<file path="src/hdl/sclk_pkg.sv">
// Package with register map, field layout, mode codes and timing constants for the clocking-mode block.
package sclk_pkg;

  // Register offsets (byte offsets on the plain register port).
  localparam logic [7:0] SCLK_OFS_MODE_SEL = 8'h03;
  localparam logic [7:0] SCLK_OFS_FMT_OVR = 8'h04;
  localparam logic [7:0] SCLK_OFS_OSC_CTRL = 8'h05;
  localparam logic [7:0] SCLK_OFS_PLL_M = 8'h06;
  localparam logic [7:0] SCLK_OFS_PLL_N = 8'h07;
  localparam logic [7:0] SCLK_OFS_LV_CFG = 8'h10;
  localparam logic [7:0] SCLK_OFS_DT_MATCH = 8'h11;
  localparam logic [7:0] SCLK_OFS_STATUS = 8'h20;

  // Field positions.
  localparam int SCLK_MODE_LSB = 0;
  localparam int SCLK_MODE_W = 3;
  localparam int SCLK_OVR_EN_BIT = 4;
  localparam int SCLK_OSC_SEL_BIT = 3;
  localparam int SCLK_IN_DIV_BIT = 0;
  localparam int SCLK_HSDIV_LSB = 6;
  localparam int SCLK_DT_MATCH_EN_BIT = 7;
  localparam int SCLK_FMT_OVR_EN_BIT = 1;
  localparam int SCLK_FMT_12_BIT = 0;

  // Reset values.
  localparam logic [7:0] SCLK_RST_FMT_OVR = 8'h00;
  localparam logic [7:0] SCLK_RST_OSC_CTRL = 8'h00;
  localparam logic [7:0] SCLK_RST_PLL_M = 8'h01;
  localparam logic [7:0] SCLK_RST_PLL_N = 8'h01;
  localparam logic [7:0] SCLK_RST_LV_CFG = 8'h00;
  localparam logic [7:0] SCLK_RST_DT_MATCH = 8'h00;
  localparam logic [1:0] SCLK_RST_HSDIV = 2'h0;

  // Clocking mode codes.
  localparam logic [2:0] SCLK_MODE_SYNC = 3'h0;
  localparam logic [2:0] SCLK_MODE_EXT = 3'h2;
  localparam logic [2:0] SCLK_MODE_INT = 3'h3;
  localparam logic [2:0] SCLK_MODE_LEGACY = 3'h5;

  // Forward-rate multipliers per reference.
  localparam logic [7:0] SCLK_MUL_SYNC = 8'hA0;
  localparam logic [7:0] SCLK_MUL_80 = 8'h50;
  localparam logic [7:0] SCLK_MUL_40 = 8'h28;
  localparam logic [7:0] SCLK_MUL_LEGACY = 8'h1C;
  // Camera-port bandwidth ceilings as multiples of the reference.
  localparam logic [7:0] SCLK_BW_SYNC = 8'h80;
  localparam logic [7:0] SCLK_BW_64 = 8'h40;
  localparam logic [7:0] SCLK_BW_32 = 8'h20;
  localparam logic [7:0] SCLK_BW_LEGACY = 8'h14;

  // Internal oscillator range in kHz.
  localparam int SCLK_OSC_MIN_KHZ = 24200;
  localparam int SCLK_OSC_MAX_KHZ = 25500;
  // System clock period in ns and the power-down debounce time.
  localparam int SCLK_SYS_PERIOD_NS = 100;
  localparam int SCLK_PWRDN_SETTLE_NS = 300;
  localparam int SCLK_PWRDN_SETTLE_CYC = (SCLK_PWRDN_SETTLE_NS + SCLK_SYS_PERIOD_NS - 1) / SCLK_SYS_PERIOD_NS;

  // Reference clock source selector.
  typedef enum logic [1:0] {
    SCLK_SRC_BACK_CHANNEL,
    SCLK_SRC_EXT_CLOCK,
    SCLK_SRC_OSCILLATOR
  } sclk_src_t;

  // Register-port request.
  typedef struct packed {
    logic [7:0] addr;
    logic [7:0] wdata;
    logic wr;
    logic rd;
  } sclk_req_t;

  // Clock plan handed to the analog PLLs and link.
  typedef struct packed {
    sclk_src_t src;
    logic [7:0] fwd_mul;
    logic [7:0] bw_mul;
    logic in_div2;
    logic osc_fast;
  } sclk_plan_t;

endpackage

</file>
<file path="src/hdl/sclk_frac_div.sv">
// Fractional divider that makes the sensor clock from the forward-rate tick stream.
`timescale 1ns/1ps
module sclk_frac_div
  import sclk_pkg::*;
#(
  parameter int W = 8
) (
  input wire logic sys_clk,
  input wire logic srst,
  input wire logic fc_tick,
  input wire logic enable,
  input wire logic [W-1:0] mul_m,
  input wire logic [W-1:0] div_n,
  input wire logic [4:0] hs_div,
  output logic clk_out,
  output logic exact_ratio
);

  // Phase accumulator for the M/N step; one bit wider to hold the carry.
  logic [W:0] acc_q;
  logic [W:0] acc_d;
  // Counter of M/N carries toward the high-speed divider.
  logic [4:0] hs_cnt_q;
  logic hs_wrap;
  logic step;

  // The accumulator adds M per tick and emits a step when it reaches N.
  always_comb begin
    acc_d = acc_q + {1'b0, mul_m};
    step = 1'b0;
    if (acc_d >= {1'b0, div_n}) begin
      acc_d = acc_d - {1'b0, div_n};
      step = 1'b1;
    end
  end

  // Half the high-speed divide per output phase gives a square wave.
  assign hs_wrap = step && (hs_cnt_q >= ((hs_div >> 1) - 5'h01));

  // Accumulator process; an N of zero would step on every tick, and the accumulator is held at zero.
  always_ff @(posedge sys_clk) begin
    if (srst || !enable || div_n == '0) begin
      acc_q <= '0;
    end else if (fc_tick) begin
      acc_q <= acc_d;
    end
  end

  // Phase counter inside one output half period.
  always_ff @(posedge sys_clk) begin
    if (srst || !enable) begin
      hs_cnt_q <= 5'h00;
    end else if (fc_tick && step) begin
      hs_cnt_q <= hs_wrap ? 5'h00 : hs_cnt_q + 5'h01;
    end
  end

  // Output toggles on every half period and is parked low when disabled.
  always_ff @(posedge sys_clk) begin
    if (srst || !enable) begin
      clk_out <= 1'b0;
    end else if (fc_tick && hs_wrap) begin
      clk_out <= ~clk_out;
    end
  end

  // Integer N/M keeps the accumulator free of residue, so jitter stays low.
  always_ff @(posedge sys_clk) begin
    if (srst || mul_m == '0) begin
      exact_ratio <= 1'b0;
    end else begin
      exact_ratio <= (div_n % mul_m) == '0;
    end
  end

endmodule

</file>
<file path="src/hdl/sclk_mode_ctrl.sv">
// Clocking-mode selection, strap latch, register file and sensor clock generation.
`timescale 1ns/1ps
module sclk_mode_ctrl
  import sclk_pkg::*;
#(
  parameter int DW = 8
) (
  input wire logic sys_clk,
  input wire logic srst,
  input wire logic [7:0] reg_addr,
  input wire logic [DW-1:0] reg_wdata,
  input wire logic reg_wr,
  input wire logic reg_rd,
  output logic [DW-1:0] reg_rdata,
  input wire logic power_down_pin,
  input wire logic [2:0] mode_strap,
  input wire logic fc_tick,
  input wire logic [1:0] sensor_format,
  input wire logic [5:0] pkt_data_type,
  input wire logic pkt_valid,
  output logic pkt_accept,
  output logic pkt_reject,
  output sclk_plan_t clock_plan,
  output logic sensor_clk_out,
  output logic sensor_clk_en
);

  // Sensor format codes seen on the camera port.
  localparam logic [1:0] FMT_TEN = 2'h0;
  localparam logic [1:0] FMT_TWELVE_HF = 2'h1;
  localparam logic [1:0] FMT_TWELVE_LF = 2'h2;

  // Bundled register request.
  sclk_req_t req;
  // Mode field and its writable-override bit.
  logic [2:0] mode_q;
  logic ovr_en_q;
  // Power-down pin history for rising-edge detection and settle counter.
  logic pwrdn_q;
  logic [3:0] settle_q;
  logic settle_busy;
  // Plain software registers.
  logic [7:0] fmt_ovr_q;
  logic [7:0] osc_ctrl_q;
  logic [7:0] pll_m_q;
  logic [7:0] pll_n_q;
  logic [7:0] lv_cfg_q;
  logic [7:0] dt_match_q;
  // Decoded output divider value.
  logic [4:0] hs_div;
  logic exact_ratio;
  // Last packet outcome, kept for status readback.
  logic last_reject_q;
  // Effective format inside legacy mode.
  logic [1:0] eff_format;
  logic legacy;
  logic wr_mode;

  assign req = '{addr: reg_addr, wdata: reg_wdata[7:0], wr: reg_wr, rd: reg_rd};
  assign legacy = (mode_q == SCLK_MODE_LEGACY);
  assign wr_mode = req.wr && (req.addr == SCLK_OFS_MODE_SEL);
  assign settle_busy = (settle_q != 4'h0);

  // Power-down pin history; the pin is taken as synchronous to sys_clk.
  always_ff @(posedge sys_clk) begin
    if (srst) begin
      pwrdn_q <= 1'b0;
    end else begin
      pwrdn_q <= power_down_pin;
    end
  end

  // A short settle window after release lets the strap level come to rest before it is caught.
  always_ff @(posedge sys_clk) begin
    if (srst) begin
      settle_q <= 4'h0;
    end else if (power_down_pin && !pwrdn_q) begin
      settle_q <= 4'(SCLK_PWRDN_SETTLE_CYC);
    end else if (settle_busy) begin
      settle_q <= settle_q - 4'h1;
    end
  end

  // Mode field: strap caught as the settle window after release ends, replaced only by software under override.
  always_ff @(posedge sys_clk) begin
    if (srst) begin
      mode_q <= SCLK_MODE_SYNC;
    end else if (settle_q == 4'h1) begin
      mode_q <= mode_strap;
    end else if (wr_mode && ovr_en_q) begin
      mode_q <= req.wdata[SCLK_MODE_LSB +: SCLK_MODE_W];
    end
    // Without override a write leaves the field untouched.
  end

  // Override-enable bit of the mode-select register.
  always_ff @(posedge sys_clk) begin
    if (srst) begin
      ovr_en_q <= 1'b0;
    end else if (wr_mode) begin
      ovr_en_q <= req.wdata[SCLK_OVR_EN_BIT];
    end
  end

  // Plain read-write registers, one address each.
  always_ff @(posedge sys_clk) begin
    if (srst) begin
      fmt_ovr_q <= SCLK_RST_FMT_OVR;
      osc_ctrl_q <= SCLK_RST_OSC_CTRL;
      pll_m_q <= SCLK_RST_PLL_M;
      pll_n_q <= SCLK_RST_PLL_N;
      lv_cfg_q <= SCLK_RST_LV_CFG;
      dt_match_q <= SCLK_RST_DT_MATCH;
    end else if (req.wr) begin
      if (req.addr == SCLK_OFS_FMT_OVR) begin
        fmt_ovr_q <= req.wdata;
      end else if (req.addr == SCLK_OFS_OSC_CTRL) begin
        osc_ctrl_q <= req.wdata;
      end else if (req.addr == SCLK_OFS_PLL_M) begin
        pll_m_q <= req.wdata;
      end else if (req.addr == SCLK_OFS_PLL_N) begin
        pll_n_q <= req.wdata;
      end else if (req.addr == SCLK_OFS_LV_CFG) begin
        lv_cfg_q <= req.wdata;
      end else if (req.addr == SCLK_OFS_DT_MATCH) begin
        dt_match_q <= req.wdata;
      end
    end
  end

  // Output divider code: 0 selects 4 (default), 1 selects 8, 2 or 3 select 16.
  always_comb begin
    case (pll_m_q[SCLK_HSDIV_LSB +: 2])
      2'h0: hs_div = 5'h04;
      2'h1: hs_div = 5'h08;
      default: hs_div = 5'h10;
    endcase
  end

  // Clock plan follows the mode field directly, so the source tracks every change.
  always_comb begin
    clock_plan = '{src: SCLK_SRC_BACK_CHANNEL, fwd_mul: SCLK_MUL_SYNC, bw_mul: SCLK_BW_SYNC,
                   in_div2: 1'b0, osc_fast: 1'b0};
    case (mode_q)
      SCLK_MODE_SYNC: begin
        clock_plan.src = SCLK_SRC_BACK_CHANNEL;
      end
      SCLK_MODE_EXT: begin
        clock_plan.src = SCLK_SRC_EXT_CLOCK;
        clock_plan.in_div2 = osc_ctrl_q[SCLK_IN_DIV_BIT];
        clock_plan.fwd_mul = clock_plan.in_div2 ? SCLK_MUL_40 : SCLK_MUL_80;
        clock_plan.bw_mul = clock_plan.in_div2 ? SCLK_BW_32 : SCLK_BW_64;
      end
      SCLK_MODE_INT: begin
        clock_plan.src = SCLK_SRC_OSCILLATOR;
        clock_plan.fwd_mul = SCLK_MUL_80;
        clock_plan.bw_mul = SCLK_BW_64;
        clock_plan.osc_fast = osc_ctrl_q[SCLK_OSC_SEL_BIT];
      end
      SCLK_MODE_LEGACY: begin
        clock_plan.src = SCLK_SRC_EXT_CLOCK;
        clock_plan.fwd_mul = SCLK_MUL_LEGACY;
        clock_plan.bw_mul = SCLK_BW_LEGACY;
      end
      default: begin
        clock_plan.src = SCLK_SRC_BACK_CHANNEL;
      end
    endcase
  end

  // The sensor clock runs in all modes except the oscillator mode, and is held off while the strap settle window runs.
  assign sensor_clk_en = (mode_q != SCLK_MODE_INT) && !settle_busy;

  // Fractional divider from the forward-rate ticks.
  sclk_frac_div #(
    .W(8)
  ) u_frac_div (
    .sys_clk(sys_clk),
    .srst(srst),
    .fc_tick(fc_tick),
    .enable(sensor_clk_en),
    .mul_m({2'h0, pll_m_q[5:0]}),
    .div_n(pll_n_q),
    .hs_div(hs_div),
    .clk_out(sensor_clk_out),
    .exact_ratio(exact_ratio)
  );

  // Legacy format: override register picks 10 or 12 bits, else the sensor's own format.
  always_comb begin
    eff_format = sensor_format;
    if (fmt_ovr_q[SCLK_FMT_OVR_EN_BIT]) begin
      eff_format = fmt_ovr_q[SCLK_FMT_12_BIT] ? FMT_TWELVE_HF : FMT_TEN;
    end
  end

  // Packet filter; outside legacy mode every packet passes.
  always_comb begin
    pkt_accept = 1'b0;
    pkt_reject = 1'b0;
    if (pkt_valid) begin
      if (!legacy) begin
        pkt_accept = 1'b1;
      end else if (dt_match_q[SCLK_DT_MATCH_EN_BIT] && pkt_data_type == dt_match_q[5:0]) begin
        pkt_accept = 1'b1;
      end else if (eff_format == FMT_TWELVE_LF || eff_format == 2'h3) begin
        pkt_reject = 1'b1;
      end else begin
        pkt_accept = 1'b1;
      end
    end
  end

  // Sticky copy of the latest packet verdict for software.
  always_ff @(posedge sys_clk) begin
    if (srst) begin
      last_reject_q <= 1'b0;
    end else if (pkt_valid) begin
      last_reject_q <= pkt_reject;
    end
  end

  // Read data register; unmapped addresses read zero.
  always_ff @(posedge sys_clk) begin
    if (srst) begin
      reg_rdata <= '0;
    end else if (req.rd) begin
      reg_rdata <= '0;
      if (req.addr == SCLK_OFS_MODE_SEL) begin
        reg_rdata[7:0] <= {3'h0, ovr_en_q, 1'b0, mode_q};
      end else if (req.addr == SCLK_OFS_FMT_OVR) begin
        reg_rdata[7:0] <= fmt_ovr_q;
      end else if (req.addr == SCLK_OFS_OSC_CTRL) begin
        reg_rdata[7:0] <= osc_ctrl_q;
      end else if (req.addr == SCLK_OFS_PLL_M) begin
        reg_rdata[7:0] <= pll_m_q;
      end else if (req.addr == SCLK_OFS_PLL_N) begin
        reg_rdata[7:0] <= pll_n_q;
      end else if (req.addr == SCLK_OFS_LV_CFG) begin
        reg_rdata[7:0] <= lv_cfg_q;
      end else if (req.addr == SCLK_OFS_DT_MATCH) begin
        reg_rdata[7:0] <= dt_match_q;
      end else if (req.addr == SCLK_OFS_STATUS) begin
        reg_rdata[7:0] <= {4'h0, last_reject_q, exact_ratio, sensor_clk_en, settle_busy};
      end
    end
  end

  // Sensor throughput limit is the sensor's duty; bw_mul reports the ceiling only.

endmodule

</file>
<file path="config.mk">
export PLATFORM = sky130hd
export DESIGN_NAME = sclk_mode_ctrl
export DESIGN_NICKNAME = d
export VERILOG_FILES = /design/src/hdl/sclk_pkg.sv /design/src/hdl/sclk_frac_div.sv /design/src/hdl/sclk_mode_ctrl.sv
export SDC_FILE = /design/constraint.sdc
export NUM_CORES = 1
export LEC_CHECK = 0
export ABC_AREA = 1
export BUFFER_PORTS_ARGS = -buffer_cell sky130_fd_sc_hd__buf_4
export CAP_MARGIN = 20
export CORE_ASPECT_RATIO = 1.1
export CORE_MARGIN = 2
export CORE_UTILIZATION = 30
export CTS_CLUSTER_DIAMETER = 30
export DETAILED_ROUTE_END_ITERATION = 8
export SYNTH_ARGS = -nofsm -noshare
export SYNTH_HDL_FRONTEND = slang
export SYNTH_SLANG_ARGS = --single-unit
</file>
<file path="constraint.sdc">
create_clock -name sys_clk -period 26 [get_ports sys_clk]
set_clock_uncertainty 0.05 [all_clocks]
set_input_delay 3.9 -clock sys_clk [delete_from_list [all_inputs] [get_ports sys_clk]]
set_output_delay 3.9 -clock sys_clk [all_outputs]
set_load 0.02 [all_outputs]
</file>
==> metrics.md <==
| Metric | Value |
|---|---|
| Post-CTS Resized | `0` |
| Post-synthesis cell type count | `48` |
| Type of the worst min-delay path | `reg2reg` |
| WP data required | `26.22 ns` |
| 1st-pass router iterations | `5` |
| H-tree depth | `3` |
| Wire length per cell | `13.22 um` |
| DRC viols | `0` |
| Root Buffer | `clkbuf_16` |
| Die width | `143.1 um` |
| Worst slew pin tran | `0.6407 ns` |
| Synth warnings | `0` |
| Post-synth top flop | `dfxtp_1` |
| Final worst-path cycle share | `38.94%` |
| Drt total wl | `17300 um` |
| Share of post-route cells with drive strength above 1 | `11.87%` |
| Fill count | `2314` |
| PwrDens | `90.12 nW/um^2` |
| Gate power share | `60.1%` |
| Clk Latency, worst-skew pair | `0.34 ns` |
| Area delta synth->final | `15.55%` |
| Synthesized flop and latch total | `82` |
| CTS tree | `yes` |
| Detailed-routed wire length on met2 | `8442 um` |
| Number of flops mapped to enable cells by yosys | `0` |
| Clk sinks | `82` |
| Largest net degree at the start of global routing | `53` |
| Num ports | `66` |
| Syn_area_per_cell | `6.613 um^2` |
| Critical Path Start Type | `register` |
| Ys async rst share | `0%` |
| Max FO, Critical Path | `10` |
| Congestion Overflow GR | `0` |
| Nets | `1107` |
| Hold buffers post-CTS | `0` |
| Initial antenna violation count | `0` |
| Mapped cell area | `6389 um^2` |
| Number of global-route vias before repair | `5728` |
| WL met1 | `7948 um` |
| Syn Inst Count | `966` |
| Core ar. | `21090 um^2` |
| Max Cap Violations | `0` |
| GP Congestion | `0.8419` |
| Chip height | `157.1 um` |
| Sequential fraction of design power | `19.8%` |
| Synth top area cells | `dfxtp_1 26%, nand2_1 11%, ha_1 11%` |
| WS Path Type | `reg2reg` |
| Top layer in use | `met4` |
| Fmax | `98.77 MHz` |
| IO buf count | `59` |
| DRT antenna net count | `0` |
| Worst Setup End Kind | `register` |
| Clock buffer depth | `2` |
| Post-layout min period | `10.12 ns` |
| 1st-iter DRT viols | `315` |
| Post-CTS setup buffers | `0` |
| Critical path's largest stage delay | `0.43 ns` |
| Max_slew headroom | `56.96%` |
| Layout Utilization | `35.00%` |
| Vias/cell | `4.720` |
| TNS Setup | `0 ns` |
| CP most frequent cell | `nand2_1` |
| Sequential share of the synthesized area | `25.70%` |
| Status | `completed` |
| Synth area leader | `dfxtp_1` |
| Most common cell in the netlist | `nand2_1` |
| Multi-input logic area | `4076 um^2` |
| RSZ-0062 raised after global routing | `no` |
| Clock Power Share | `20.1%` |
| Internal | `361.7 uW` |
| Worst Path Arrival | `10.34 ns` |
| Slew Limit Fails | `0` |
| Fin. Hold Viols | `0` |
| GRT Overall Usage | `15.52%` |
| Max VDD drop | `0.00005675 V` |
| Vias | `6178` |
| Total die area | `22480 um^2` |
| DP HPWL | `13620 um` |
| Setup violations, final | `0` |
| FF/Latch Area | `1642 um^2` |
| Total inserted antenna cells | `0` |
| Post-synth top area share | `25.70%` |
| Worst-path clk slew | `0.07 ns` |
| Switch share | `45.63%` |
| P_leak | `3.436 nW` |
| DR WL met3 | `633 um` |
| Top post-synthesis cells by count | `190 x nand2_1, 136 x inv_1, 92 x nor2_1` |
| Global-route wire length before repair | `28030 um` |
| Design Power | `665.3 uW` |
| Row count | `56` |
| CP max stage cell | `dfxtp_1` |
| Num CTS Buffers | `9` |
| Net Sw Power | `303.6 uW` |
| Effective utilization at floorplan | `30.29%` |
registers in the layout (all words and copies together) (netlist names), 3 cells and up:
name                 count
pll_m_q                  8
dt_match_q               8
pll_n_q                  8
osc_ctrl_q               8
settle_q                 4
mode_q                   3
u_frac_div.acc_q         9
lv_cfg_q                 8
reg_rdata                8
fmt_ovr_q                8
u_frac_div.hs_cnt_q      5
power groups by stage:
stage	registers, mW	clock network, mW	logic [mW]
after floorplan	0.134	0	0.325
after global placement	0.135	0	0.393
after detailed placement	0.135	0	0.398
after CTS	0.132	0.136	0.400
after global routing	0.132	0.143	0.460
final	0.132	0.134	0.400
layout make-up:
class                           count  area share [%]
Multi-Input combinational cell    717           55.22
Sequential cell                    82           22.24
Inverter                          144           7.322
Timing Repair Buffer               60           6.102
Tap cell                          290           4.915
Clock buffer                       10           3.237
Clock inverter                      6          0.9661
routing by layer:
layer / vias to the layer above / track usage, %
li1: 3265 / -
met1: 2763 / 19.60
met2: 130 / 27.55
met3: 20 / 2.160
met4: 0 / 4.149
met5: - / 0
through the flow:
step                std cells  worst slack, ns  area, um^2  hold slack, ns
finish                   1309            15.88        7382          0.3907
CTS                      1309            15.89        7382          0.3953
floorplan                 970            17.29        6404          0.3664
global route             1309            14.73        7382          0.4161
detailed placement       1293            15.92        7072          0.3847
global placement         1293            16.00        7072          0.3773
cell usage in the layout, fill, tap and decap left out, types with 2 or more instances in the layout:
cell and n:
ha_1 56, nor2_2 3, xnor2_1 17, a21oi_1 91
nor2_1 92, o221ai_1 5, o2111ai_1 3, clkbuf_16 9
or2_1 2, inv_1 136, nand2_1 190, inv_2 7
o211ai_1 9, nor3_1 13, nand4_1 8, buf_4 60
nand3_2 6, o21bai_1 4, or2_2 6, o21ai_1 5
dfxtp_1 82, a21oi_2 6, o21ai_0 75, conb_1 5
xor2_1 17, fa_1 3, nor4_1 4, nand3b_1 5
nand2_2 10, nand3_1 60, a31oi_1 5, inv_6 2
o22ai_1 4, nor2_4 2
critical path, delay by kind of cell (launching register included):
kind	cells	cell delay, ns
compound gates	14	2.25
xor+xnor	1	0.17
fa+ha+maj	8	2.46
buf+inv	10	1.21
flops	1	0.43
simple gates	31	3.48
worst paths after layout:
kind	to	slack, ns	start	cells past startpoint
min	u_frac_div.hs_cnt_q[4]$_SDFFE_PP0P_	0.39	u_frac_div.hs_cnt_q[4]$_SDFFE_PP0P_	2
min reg2reg	u_frac_div.hs_cnt_q[4]$_SDFFE_PP0P_	0.39	u_frac_div.hs_cnt_q[4]$_SDFFE_PP0P_	2
max reg2reg	u_frac_div.exact_ratio$_SDFF_PP0_	15.88	pll_m_q[0]$_SDFFE_PP1P_	64
max	u_frac_div.exact_ratio$_SDFF_PP0_	15.88	pll_m_q[0]$_SDFFE_PP1P_	64
kinds of logic (layout without fill, tap and decap cells):
group           Yosys count  after routing  synth area share [%]
fa+ha+maj                59             59                 11.91
other cells               1              5               0.05870
xor+xnor                 35             35                 4.916
compound gates          213            213                 18.51
buf+inv                 171            220                 10.73
simple gates            405            405                 28.18
flops                    82             82                 25.70
No activity file was read; power rests on OpenSTA's default activity.
